File: src/hw/wbs_pkg.sv
// constants, types and register map for the write buffer slice
package wbs_pkg;

  // ********************************
  // sizes
  // ********************************
  localparam int WBS_ENTRIES    = 4;
  localparam int WBS_FIFO_DEPTH = 16;
  localparam int WBS_SYNC_STAGES = 2;

  // ********************************
  // register map
  // ********************************
  localparam logic [31:0] WBS_CTRL_OFF   = 32'h0000_0000;
  localparam logic [31:0] WBS_STAT_OFF   = 32'h0000_0004;
  localparam logic [3:0]  WBS_CTRL_RST   = 4'h1;
  localparam int          WBS_CTRL_EN_BIT  = 0;
  localparam int          WBS_CTRL_SLOT_LO = 1;
  localparam int          WBS_CTRL_END_BIT = 3;
  localparam int          WBS_STAT_FULL_BIT = 3;
  localparam int          WBS_STAT_REQ_BIT  = 4;
  localparam int          WBS_STAT_OVR_BIT  = 8;
  localparam logic [2:0]  WBS_COUNT_RST  = 3'h0;
  localparam logic [1:0]  WBS_RESP_OKAY  = 2'h0;
  localparam logic [1:0]  WBS_RESP_SLVERR = 2'h2;

  // ********************************
  // access size codes
  // ********************************
  localparam logic [1:0] WBS_SIZE_BYTE = 2'h0;
  localparam logic [1:0] WBS_SIZE_HALF = 2'h1;
  localparam logic [1:0] WBS_SIZE_TRI  = 2'h2;
  localparam logic [1:0] WBS_SIZE_WORD = 2'h3;

  // ********************************
  // types
  // ********************************
  typedef struct packed {
    logic [7:0] addr;
    logic [8:0] data;
    logic [1:0] size;
    logic       lane;
  } wbs_entry_t;

  localparam int WBS_ENTRY_W = $bits(wbs_entry_t);

  typedef struct packed {
    logic       phase_clk;
    logic       strobe;
    logic [1:0] byte_sel;
    logic [1:0] size;
    logic [7:0] addr;
    logic [8:0] data;
    logic       drive_en;
    logic       ack;
  } wbs_pins_t;

  typedef enum logic [1:0] {
    CAP_IDLE = 2'h0,
    CAP_LOW  = 2'h1,
    CAP_PUSH = 2'h3
  } wbs_cap_t;

endpackage : wbs_pkg

File: src/hw/wbs_mem.sv
// small storage array with registered read data
`timescale 1ns/10ps
module wbs_mem #(
  parameter int WIDTH = 20,
  parameter int DEPTH = 16,
  parameter int AW    = $clog2(DEPTH)
) (
  input  wire logic             i_clock,
  input  wire logic             i_clock_en,
  input  wire logic             i_wr_en,
  input  wire logic [AW-1:0]    i_wr_addr,
  input  wire logic [WIDTH-1:0] i_wr_data,
  input  wire logic             i_rd_en,
  input  wire logic [AW-1:0]    i_rd_addr,
  output logic      [WIDTH-1:0] o_rd_data
);

  logic [WIDTH-1:0] store_q [DEPTH];

  // no reset on the array; entries are only read after a write
  always_ff @(posedge i_clock) begin
    if (i_clock_en && i_wr_en) begin
      store_q[i_wr_addr] <= i_wr_data;
    end
  end

  always_ff @(posedge i_clock) begin
    if (i_clock_en && i_rd_en) begin
      o_rd_data <= store_q[i_rd_addr];
    end
  end

endmodule : wbs_mem

File: src/hw/wbs_fifo.sv
// first-in first-out queue around the storage array
`timescale 1ns/10ps
module wbs_fifo #(
  parameter int WIDTH = 20,
  parameter int DEPTH = 16
) (
  input  wire logic             i_clock,
  input  wire logic             i_reset,
  input  wire logic             i_clock_en,
  input  wire logic             i_in_valid,
  output logic                  o_in_ready,
  input  wire logic [WIDTH-1:0] i_in_data,
  output logic                  o_out_valid,
  input  wire logic             i_out_ready,
  output logic      [WIDTH-1:0] o_out_data
);

  localparam int         AW     = $clog2(DEPTH);
  localparam logic [AW:0] FULL_C = (AW+1)'(DEPTH);

  logic [AW:0]   cnt_q;
  logic [AW-1:0] wr_q;
  logic [AW-1:0] rd_q;
  logic          out_v_q;
  logic          wr;
  logic          rd;

  assign o_in_ready  = (cnt_q != FULL_C);
  assign wr          = i_in_valid && o_in_ready;
  // array read only when the output stage is free or draining
  assign rd          = (cnt_q != '0) && (!out_v_q || i_out_ready);
  assign o_out_valid = out_v_q;

  wbs_mem #(.WIDTH(WIDTH), .DEPTH(DEPTH)) u_mem (
    .i_clock    (i_clock),
    .i_clock_en (i_clock_en),
    .i_wr_en    (wr),
    .i_wr_addr  (wr_q),
    .i_wr_data  (i_in_data),
    .i_rd_en    (rd),
    .i_rd_addr  (rd_q),
    .o_rd_data  (o_out_data)
  );

  always_ff @(posedge i_clock) begin
    if (i_reset) begin
      wr_q <= '0;
      rd_q <= '0;
    end else if (i_clock_en) begin
      if (wr) begin
        wr_q <= wr_q + 1'b1;
      end
      if (rd) begin
        rd_q <= rd_q + 1'b1;
      end
    end
  end

  always_ff @(posedge i_clock) begin
    if (i_reset) begin
      cnt_q <= '0;
    end else if (i_clock_en) begin
      case ({wr, rd})
        2'b10:   cnt_q <= cnt_q + 1'b1;
        2'b01:   cnt_q <= cnt_q - 1'b1;
        default: cnt_q <= cnt_q;
      endcase
    end
  end

  always_ff @(posedge i_clock) begin
    if (i_reset) begin
      out_v_q <= 1'b0;
    end else if (i_clock_en) begin
      if (rd) begin
        out_v_q <= 1'b1;
      end else if (i_out_ready) begin
        out_v_q <= 1'b0;
      end
    end
  end

endmodule : wbs_fifo

File: src/hw/wbs_top.sv
// one byte-lane slice of a four-entry posted write buffer
`timescale 1ns/10ps
module wbs_top
  import wbs_pkg::*;
#(
  parameter int ENTRIES    = WBS_ENTRIES,
  parameter int FIFO_DEPTH = WBS_FIFO_DEPTH
) (
  input  wire logic        i_clock,
  input  wire logic        i_reset,
  input  wire logic        i_clock_en,
  input  wire logic        i_cpu_phase_clock,
  input  wire logic        i_store_strobe_in,
  input  wire logic [1:0]  i_byte_select_bits,
  input  wire logic [1:0]  i_size_code_in,
  input  wire logic [7:0]  i_address_slice_in,
  input  wire logic [8:0]  i_data_slice_in,
  input  wire logic        i_output_drive_enable,
  input  wire logic        i_mem_acknowledge,
  output logic             o_buffer_full_flag,
  output logic             o_mem_request,
  output logic [7:0]       o_address_slice_out,
  output logic [8:0]       o_data_slice_out,
  output logic [1:0]       o_size_code_out,
  output logic             o_lane_active,
  output logic             o_out_oe,
  input  wire logic [31:0] i_s_axi_awaddr,
  input  wire logic [2:0]  i_s_axi_awprot,
  input  wire logic        i_s_axi_awvalid,
  output logic             o_s_axi_awready,
  input  wire logic [31:0] i_s_axi_wdata,
  input  wire logic [3:0]  i_s_axi_wstrb,
  input  wire logic        i_s_axi_wvalid,
  output logic             o_s_axi_wready,
  output logic [1:0]       o_s_axi_bresp,
  output logic             o_s_axi_bvalid,
  input  wire logic        i_s_axi_bready,
  input  wire logic [31:0] i_s_axi_araddr,
  input  wire logic [2:0]  i_s_axi_arprot,
  input  wire logic        i_s_axi_arvalid,
  output logic             o_s_axi_arready,
  output logic [31:0]      o_s_axi_rdata,
  output logic [1:0]       o_s_axi_rresp,
  output logic             o_s_axi_rvalid,
  input  wire logic        i_s_axi_rready
);

  // ********************************
  // functions
  // ********************************
  // 2'h1 control, 2'h2 status, 2'h0 unmapped
  function automatic logic [1:0] reg_sel(input logic [31:0] addr);
    logic [1:0] sel;
    sel = 2'h0;
    if (addr == WBS_CTRL_OFF) begin
      sel = 2'h1;
    end else if (addr == WBS_STAT_OFF) begin
      sel = 2'h2;
    end
    return sel;
  endfunction : reg_sel

  // does the store touch this slice's byte lane
  function automatic logic lane_hit(input logic [1:0] bsel,
                                    input logic [1:0] size,
                                    input logic [1:0] slot,
                                    input logic       big);
    logic [1:0] lane;
    logic [2:0] last;
    lane = big ? ~slot : slot;
    last = {1'b0, bsel} + {1'b0, size};
    return (lane >= bsel) && ({1'b0, lane} <= last);
  endfunction : lane_hit

  localparam logic [2:0] ENTRIES_C = 3'(ENTRIES);

  // ********************************
  // pin synchronisers
  // ********************************
  // idle pin levels, so leaving reset makes no false phase edge
  localparam wbs_pins_t PINS_IDLE = '{phase_clk: 1'b1, default: '0};

  wbs_pins_t pins_raw;
  wbs_pins_t meta_q;
  wbs_pins_t sync_q;
  wbs_pins_t prev_q;
  logic      fall;
  logic      rise;
  logic      ack_rise;

  assign pins_raw = '{phase_clk: i_cpu_phase_clock,
                      strobe:    i_store_strobe_in,
                      byte_sel:  i_byte_select_bits,
                      size:      i_size_code_in,
                      addr:      i_address_slice_in,
                      data:      i_data_slice_in,
                      drive_en:  i_output_drive_enable,
                      ack:       i_mem_acknowledge};

  // phase clock is sampled, not used as a clock; needs 4+ samples per half
  always_ff @(posedge i_clock) begin
    if (i_reset) begin
      meta_q <= PINS_IDLE;
      sync_q <= PINS_IDLE;
      prev_q <= PINS_IDLE;
    end else if (i_clock_en) begin
      meta_q <= pins_raw;
      sync_q <= meta_q;
      prev_q <= sync_q;
    end
  end

  assign fall     = prev_q.phase_clk && !sync_q.phase_clk;
  assign rise     = !prev_q.phase_clk && sync_q.phase_clk;
  assign ack_rise = sync_q.ack && !prev_q.ack;

  // ********************************
  // control register fields
  // ********************************
  logic [3:0] ctrl_q;
  logic       cap_en;
  logic [1:0] slot;
  logic       big_end;

  assign cap_en  = ctrl_q[WBS_CTRL_EN_BIT];
  assign slot    = ctrl_q[WBS_CTRL_SLOT_LO +: 2];
  assign big_end = ctrl_q[WBS_CTRL_END_BIT];

  // ********************************
  // processor capture
  // ********************************
  wbs_cap_t   cap_q;
  logic [3:0] low_addr_q;
  logic [1:0] bsel_q;
  wbs_entry_t entry_q;
  logic       store_seen;
  logic       accept;
  logic       push;
  logic       fifo_in_ready;
  logic       full_q;

  assign store_seen = fall && sync_q.strobe && cap_en;
  // a store while full or mid-capture is refused, never overwrites
  assign accept     = store_seen && !full_q && (cap_q == CAP_IDLE);
  assign push       = (cap_q == CAP_PUSH) && fifo_in_ready;

  always_ff @(posedge i_clock) begin
    if (i_reset) begin
      cap_q <= CAP_IDLE;
    end else if (i_clock_en) begin
      case (cap_q)
        CAP_IDLE: begin
          if (accept) begin
            cap_q <= CAP_LOW;
          end
        end
        CAP_LOW: begin
          if (rise) begin
            cap_q <= CAP_PUSH;
          end
        end
        CAP_PUSH: begin
          if (fifo_in_ready) begin
            cap_q <= CAP_IDLE;
          end
        end
        default: cap_q <= CAP_IDLE;
      endcase
    end
  end

  always_ff @(posedge i_clock) begin
    if (i_reset) begin
      low_addr_q <= 4'h0;
      bsel_q     <= 2'h0;
    end else if (i_clock_en && accept) begin
      low_addr_q <= sync_q.addr[3:0];
      bsel_q     <= sync_q.byte_sel;
    end
  end

  always_ff @(posedge i_clock) begin
    if (i_reset) begin
      entry_q <= '0;
    end else if (i_clock_en && (cap_q == CAP_LOW) && rise) begin
      entry_q.addr <= {sync_q.addr[7:4], low_addr_q};
      entry_q.data <= sync_q.data;
      entry_q.size <= sync_q.size;
      entry_q.lane <= lane_hit(bsel_q, sync_q.size, slot, big_end);
    end
  end

  // ********************************
  // queue and presented entry
  // ********************************
  wbs_entry_t fifo_out;
  wbs_entry_t pres_q;
  logic       fifo_out_valid;
  logic       fifo_out_ready;
  logic       pres_valid_q;
  logic       retire;
  logic       pop;

  // entry width fixes the slice; four in parallel make the full word
  wbs_fifo #(.WIDTH(WBS_ENTRY_W), .DEPTH(FIFO_DEPTH)) u_fifo (
    .i_clock     (i_clock),
    .i_reset     (i_reset),
    .i_clock_en  (i_clock_en),
    .i_in_valid  (cap_q == CAP_PUSH),
    .o_in_ready  (fifo_in_ready),
    .i_in_data   (entry_q),
    .o_out_valid (fifo_out_valid),
    .i_out_ready (fifo_out_ready),
    .o_out_data  (fifo_out)
  );

  assign retire         = ack_rise && pres_valid_q;
  assign fifo_out_ready = !pres_valid_q || retire;
  assign pop            = fifo_out_valid && fifo_out_ready;

  always_ff @(posedge i_clock) begin
    if (i_reset) begin
      pres_valid_q <= 1'b0;
      pres_q       <= '0;
    end else if (i_clock_en) begin
      if (pop) begin
        pres_valid_q <= 1'b1;
        pres_q       <= fifo_out;
      end else if (retire) begin
        pres_valid_q <= 1'b0;
      end
    end
  end

  // ********************************
  // occupancy, full and request
  // ********************************
  logic [2:0] occ_q;
  logic [2:0] occ_d;
  logic [2:0] buf_q;
  logic [2:0] buf_d;
  logic       req_q;
  logic       oe_q;

  // occ counts from acceptance so full covers the store in flight
  always_comb begin
    occ_d = occ_q;
    buf_d = buf_q;
    if (accept && !retire) begin
      occ_d = occ_q + 3'h1;
    end else if (retire && !accept) begin
      occ_d = occ_q - 3'h1;
    end
    if (push && !retire) begin
      buf_d = buf_q + 3'h1;
    end else if (retire && !push) begin
      buf_d = buf_q - 3'h1;
    end
  end

  always_ff @(posedge i_clock) begin
    if (i_reset) begin
      occ_q  <= WBS_COUNT_RST;
      buf_q  <= WBS_COUNT_RST;
      full_q <= 1'b0;
      req_q  <= 1'b0;
    end else if (i_clock_en) begin
      occ_q  <= occ_d;
      buf_q  <= buf_d;
      full_q <= (occ_d >= ENTRIES_C) || !fifo_in_ready;
      req_q  <= (buf_d != 3'h0);
    end
  end

  // outputs stay stable; the wire resolves them only while oe is high
  always_ff @(posedge i_clock) begin
    if (i_reset) begin
      oe_q <= 1'b0;
    end else if (i_clock_en) begin
      oe_q <= sync_q.drive_en && pres_valid_q;
    end
  end

  assign o_buffer_full_flag  = full_q;
  assign o_mem_request       = req_q;
  assign o_out_oe            = oe_q;
  assign o_address_slice_out = pres_q.addr;
  assign o_data_slice_out    = pres_q.data;
  assign o_size_code_out     = pres_q.size;
  assign o_lane_active       = pres_q.lane;

  // ********************************
  // lost store flag
  // ********************************
  logic ovr_q;
  logic ovr_clr;

  always_ff @(posedge i_clock) begin
    if (i_reset) begin
      ovr_q <= 1'b0;
    end else if (i_clock_en) begin
      if (store_seen && !accept) begin
        ovr_q <= 1'b1; // set beats a same-cycle clear
      end else if (ovr_clr) begin
        ovr_q <= 1'b0;
      end
    end
  end

  // ********************************
  // register bus slave
  // ********************************
  logic        awready_q;
  logic        wready_q;
  logic        aw_got_q;
  logic        w_got_q;
  logic        bvalid_q;
  logic [1:0]  bresp_q;
  logic [31:0] awaddr_q;
  logic [31:0] wdata_q;
  logic [3:0]  wstrb_q;
  logic        arready_q;
  logic        rvalid_q;
  logic [1:0]  rresp_q;
  logic [31:0] rdata_q;
  logic [31:0] stat_word;
  logic        do_write;
  logic [1:0]  wsel;
  logic [1:0]  rsel;

  assign do_write = aw_got_q && w_got_q && !bvalid_q;
  assign wsel     = reg_sel(awaddr_q);
  assign rsel     = reg_sel(i_s_axi_araddr);
  assign ovr_clr  = do_write && (wsel == 2'h2) && wstrb_q[1]
                    && wdata_q[WBS_STAT_OVR_BIT];

  always_comb begin
    stat_word = 32'h0000_0000;
    stat_word[2:0] = occ_q;
    stat_word[WBS_STAT_FULL_BIT] = full_q;
    stat_word[WBS_STAT_REQ_BIT]  = req_q;
    stat_word[WBS_STAT_OVR_BIT]  = ovr_q;
  end

  always_ff @(posedge i_clock) begin
    if (i_reset) begin
      awready_q <= 1'b1;
      wready_q  <= 1'b1;
      aw_got_q  <= 1'b0;
      w_got_q   <= 1'b0;
      awaddr_q  <= 32'h0000_0000;
      wdata_q   <= 32'h0000_0000;
      wstrb_q   <= 4'h0;
    end else if (i_clock_en) begin
      if (i_s_axi_awvalid && awready_q) begin
        awready_q <= 1'b0;
        aw_got_q  <= 1'b1;
        awaddr_q  <= i_s_axi_awaddr;
      end else if (do_write) begin
        aw_got_q <= 1'b0;
      end else if (bvalid_q && i_s_axi_bready) begin
        awready_q <= 1'b1;
      end
      if (i_s_axi_wvalid && wready_q) begin
        wready_q <= 1'b0;
        w_got_q  <= 1'b1;
        wdata_q  <= i_s_axi_wdata;
        wstrb_q  <= i_s_axi_wstrb;
      end else if (do_write) begin
        w_got_q <= 1'b0;
      end else if (bvalid_q && i_s_axi_bready) begin
        wready_q <= 1'b1;
      end
    end
  end

  always_ff @(posedge i_clock) begin
    if (i_reset) begin
      bvalid_q <= 1'b0;
      bresp_q  <= WBS_RESP_OKAY;
    end else if (i_clock_en) begin
      if (do_write) begin
        bvalid_q <= 1'b1;
        bresp_q  <= (wsel == 2'h0) ? WBS_RESP_SLVERR : WBS_RESP_OKAY;
      end else if (i_s_axi_bready) begin
        bvalid_q <= 1'b0;
      end
    end
  end

  always_ff @(posedge i_clock) begin
    if (i_reset) begin
      ctrl_q <= WBS_CTRL_RST;
    end else if (i_clock_en && do_write && (wsel == 2'h1)
                 && wstrb_q[0]) begin
      ctrl_q <= wdata_q[3:0];
    end
  end

  always_ff @(posedge i_clock) begin
    if (i_reset) begin
      arready_q <= 1'b1;
      rvalid_q  <= 1'b0;
      rresp_q   <= WBS_RESP_OKAY;
      rdata_q   <= 32'h0000_0000;
    end else if (i_clock_en) begin
      if (i_s_axi_arvalid && arready_q) begin
        arready_q <= 1'b0;
        rvalid_q  <= 1'b1;
        case (rsel)
          2'h1: begin
            rdata_q <= {28'h0000000, ctrl_q};
            rresp_q <= WBS_RESP_OKAY;
          end
          2'h2: begin
            rdata_q <= stat_word;
            rresp_q <= WBS_RESP_OKAY;
          end
          default: begin
            rdata_q <= 32'h0000_0000;
            rresp_q <= WBS_RESP_SLVERR;
          end
        endcase
      end else if (rvalid_q && i_s_axi_rready) begin
        rvalid_q  <= 1'b0;
        arready_q <= 1'b1;
      end
    end
  end

  assign o_s_axi_awready = awready_q;
  assign o_s_axi_wready  = wready_q;
  assign o_s_axi_bvalid  = bvalid_q;
  assign o_s_axi_bresp   = bresp_q;
  assign o_s_axi_arready = arready_q;
  assign o_s_axi_rvalid  = rvalid_q;
  assign o_s_axi_rresp   = rresp_q;
  assign o_s_axi_rdata   = rdata_q;

  // ********************************
  // checks
  // ********************************
  a_depth_bound:
    assert property (@(posedge i_clock) disable iff (i_reset)
      occ_q <= ENTRIES_C)
    else $error("occupancy above entry count");

  a_full_at_limit:
    assert property (@(posedge i_clock) disable iff (i_reset)
      (i_clock_en && occ_d >= ENTRIES_C) |=> o_buffer_full_flag)
    else $error("full flag missing at last entry");

  a_no_overwrite:
    assert property (@(posedge i_clock) disable iff (i_reset)
      accept |-> !full_q && (occ_q < ENTRIES_C))
    else $error("store taken while full");

  a_low_on_fall:
    assert property (@(posedge i_clock) disable iff (i_reset)
      $rose(cap_q == CAP_LOW) |-> $past(fall && sync_q.strobe))
    else $error("low address not taken on falling edge");

  a_data_on_rise:
    assert property (@(posedge i_clock) disable iff (i_reset)
      $rose(cap_q == CAP_PUSH) |-> $past(rise)
        && entry_q.data == $past(sync_q.data))
    else $error("data not taken on rising edge");

  a_req_when_held:
    assert property (@(posedge i_clock) disable iff (i_reset)
      (i_clock_en && pres_valid_q && !retire) |=> o_mem_request)
    else $error("request low while pair waits");

  a_req_drop_cause:
    assert property (@(posedge i_clock) disable iff (i_reset)
      $fell(o_mem_request) |-> $past(retire) && buf_q == 3'h0)
    else $error("request dropped without last acknowledge");

  a_req_empty:
    assert property (@(posedge i_clock) disable iff (i_reset)
      (buf_q == 3'h0 && !$past(push)) |-> !o_mem_request)
    else $error("request high with empty buffer");

  a_retire_step:
    assert property (@(posedge i_clock) disable iff (i_reset)
      (i_clock_en && retire && !push) |=> buf_q == $past(buf_q) - 3'h1)
    else $error("acknowledge did not retire entry");

  a_oe_needs_entry:
    assert property (@(posedge i_clock) disable iff (i_reset)
      o_out_oe |-> $past(pres_valid_q) && $past(sync_q.drive_en))
    else $error("outputs driven without enable or entry");

endmodule : wbs_top

File: config.mk
export PLATFORM = sky130hd
export DESIGN_NAME = wbs_top
export DESIGN_NICKNAME = d
export VERILOG_FILES = /design/src/hw/wbs_pkg.sv /design/src/hw/wbs_mem.sv /design/src/hw/wbs_fifo.sv /design/src/hw/wbs_top.sv
export SDC_FILE = /design/constraint.sdc
export NUM_CORES = 1
export LEC_CHECK = 0
export ABC_AREA = 1
export BUFFER_PORTS_ARGS = -buffer_cell sky130_fd_sc_hd__buf_2
export CAP_MARGIN = 30
export CORE_ASPECT_RATIO = 0.75
export CORE_MARGIN = 3
export CORE_UTILIZATION = 40
export CTS_CLUSTER_DIAMETER = 50
export DETAILED_ROUTE_END_ITERATION = 8
export GPL_TIMING_DRIVEN = 0
export SLEW_MARGIN = 15
export SYNTH_ARGS = -nofsm -noshare
export SYNTH_HDL_FRONTEND = slang
export SYNTH_SLANG_ARGS = --single-unit
File: constraint.sdc
create_clock -name i_clock -period 3.4 [get_ports i_clock]
set_input_delay 0.51 -clock i_clock [delete_from_list [all_inputs] [get_ports i_clock]]
set_output_delay 0.51 -clock i_clock [all_outputs]
set_load 0.005 [all_outputs]
==> impl_metrics.yaml <==
setup_path:
  cp_top_family: "buffers and inverters"
  worst-setup-path-type: "reg -> reg"
  end_kind: "register"
  critical_path.cell_chain: "clkbuf_1, clkbuf_1, o221ai_1, o211ai_1, nand2_1"
  crit_path_max_incr_delay_ns: 0.73
  critical_path_required_ns: 3.66
  path_common_cell: "clkbuf_1"
  r2r_slack_ns: 0.84
  cp.arrival_ns: 2.82
  crit_slowest_cell: "clkbuf_1"
  cp-start-kind: "register"
  path_max_fanout: 10
  cp_num_buf_inv: 2
synth:
  yosys_warnings: 0
  syn_area_per_cell_um2: 11.2
  synth_edf_count: 340
  syn_inst: 1853
  synth.yosys.seq_area_share_pct: 66.8
  synthesis.area_um2: 20800
  synth_cell_types: 44
  synth_flop_cell: "edfxtp_1"
  ys_ff_latch: 523
  ys_async_sr_fraction_pct: 0
timing:
  skew_ns: 0.0294
  drv_slew: 0
  period_minus_slack_ns: 2.56
  setup_slack_ns: 0.838
  fin_setup_tns_ns: 0
  rsz0062_at_grt: "false"
  whs_ns: 0.145
  hold_viol: 0
  slew_headroom_pct: 38.8
  period_share_pct: 75.4
  setup_viol: 0
  timing.fmax_ghz: 0.390
  tightest_slew_ns: 0.918
grt:
  grtUsageTotal_pct: 21.5
  antenna_found_initial: 2
  grt_pass1_wl_um: 88200
  overflow: 0
  grt_pass1_vias: 14300
  grt_max_degree: 21
hold_path:
  worst_hold_path_type: "in -> reg"
die:
  die-area_um2: 54700
  coreArea_um2: 50700
  die_h_um: 203
  ios: 203
  initial_utilization_pct: 40.9
  fp-row-count: 71
  chipWidth_um: 269
finish:
  drive_gt1_share_pct: 15.9
  final_cell_area_um2: 24700
  fill_cells: 4507
  final_util_pct: 48.6
  final_net_count: 2242
  syn_to_final_growth_pct: 18.9
cts:
  clock_latency_ns: 0.59
  post_cts_buffers: 0
  htree_levels: 2
  clk_path_buf_depth: 3
  clk_pin_slew_ns: 0.07
  clock-sinks: 523
  cts_buffers: 50
  holdBufCountCts: 0
  root_buffer: "clkbuf_16"
  cts_tree: "built"
  cts.repair.resized: 0
routing:
  vias: 15200
  viasPerCell: 5.39
  ant_nets: 0
  wl_per_cell_um: 21.2
  drc: 0
  wl_um: 59800
  firstDrtPassIters: 5
  drt_iter0_drc: 1675
placement:
  portBuffers: 138
  hpwlAfterDp_um: 41800
  place_ws_ns: 0.689
  routabilityCongestion: 0.868
  postPlaceCellArea_um2: 22900
outcome:
  status: "finished clean"
power:
  ir_drop_uv: 425
  powerDensity_nw_per_um2: 650
  p_leak_nw: 8.66
run:
  max-cap-violations: 0
## placed cells by master, fill, tap and decap left out, drive strengths merged, types with 5 or more instances in the layout
| cell | Yosys | layout |
|---|---|---|
| clkbuf | 80 | 141 |
| edfxtp | 340 | 340 |
| o32ai | 18 | 18 |
| ha | 18 | 18 |
| o21ai | 253 | 253 |
| inv | 131 | 133 |
| o22ai | 5 | 5 |
| mux2i | 57 | 57 |
| nor2 | 320 | 320 |
| dfxtp | 183 | 183 |
| o221ai | 57 | 57 |
| nand4 | 12 | 12 |
| nand2 | 106 | 106 |
| a21oi | 104 | 104 |
| nor4 | 5 | 5 |
| clkinv | 3 | 21 |
| conb | 1 | 28 |
| bufinv | 0 | 9 |
| buf | 58 | 210 |
| nand3 | 53 | 53 |
| o211ai | 23 | 23 |
| nor3 | 9 | 9 |
## per-stage QoR
step                cells  total power, mW
floorplan            1880             9.02
global route         2820             16.7
CTS                  2819             16.1
global placement     2711             10.0
finish               2820             16.0
detailed placement   2725             10.1
## final cells by class
type                       instances  area [um2]  share of cell area, %
antenna                            1        2.50                 0.0101
buffer                           138         674                   2.73
clock buffer                      61        1360                   5.50
clock inverter                    33         433                   1.75
inverter                         134         509                   2.06
multi-input combinational       1085        5930                   24.0
sequential                       523       13900                   56.2
tap                              693         867                   3.51
timing repair buffer             152        1030                   4.19
## per-layer routing
layer  up-vias  track usage [%]  part of all wire [%]
met2       709             30.7                    42
li1       6991                -                     -
met4         0             4.99                   1.9
met3        89             5.64                    11
met1      7398             32.6                    46
met5         -                0                     0
## state kept, by name, summed over array words and instances, names as in the netlist, 5 cells and up, named ones only
name                    count
u_fifo.u_mem.store_q      320
awaddr_q                   32
meta_q                     25
sync_q                     25
entry_q                    20
u_fifo.u_mem.o_rd_data     20
o_data_slice_out            9
o_address_slice_out         8
o_s_axi_rdata               6
u_fifo.cnt_q                5
wdata_q                     5
## worst min-delay path, delay by kind of cell
family                 cells  cell delay, ns
AND/OR/NAND/NOR            2            0.10
buffers and inverters      1            0.08
## Yosys cell counts, drive strengths merged, types with 53 or more instances
cell	instances	area, um2
a21oi	104	521
dfxtp	183	3660
buf	58	374
mux2i	57	571
nor2	320	1230
clkbuf	80	300
inv	131	497
o221ai	57	499
o21ai	253	1270
nand3	53	275
nand2	106	435
edfxtp	340	10200
## final timing paths
kind                                             start                        end  cells past startpoint
worst min register to register  o_address_slice_out[0]     o_address_slice_out[0]                      2
worst max-delay path                    u_fifo.rd_q[2]  u_fifo.u_mem.o_rd_data[6]                      5
worst min-delay path                 i_cpu_phase_clock                 meta_q[24]                      3
worst max register to register          u_fifo.rd_q[2]  u_fifo.u_mem.o_rd_data[6]                      5
## cells by family (layout without fill, tap and decap cells)
logic type / Yosys count / count (layout) / share of synthesized area (%)
muxes: 57 / 57 / 2.75
adders and majority gates: 19 / 19 / 1.18
other: 1 / 29 / 0.0181
DFF: 523 / 523 / 66.8
AOI/OAI and AO/OA: 469 / 469 / 13.1
xor gates and xnor gates: 4 / 4 / 0.169
buffers and inverters: 272 / 518 / 5.70
and+or+nand+nor: 508 / 508 / 10.3
## power breakdown
| part | total (mW) | switching (mW) | internal, mW |
|---|---|---|---|
| Clock | 6.00 | 2.45 | 3.55 |
| Combinational | 2.88 | 2.00 | 0.882 |
| Sequential | 7.15 | 0.133 | 7.02 |
Note: power is estimated with default switching activity, not from simulation.
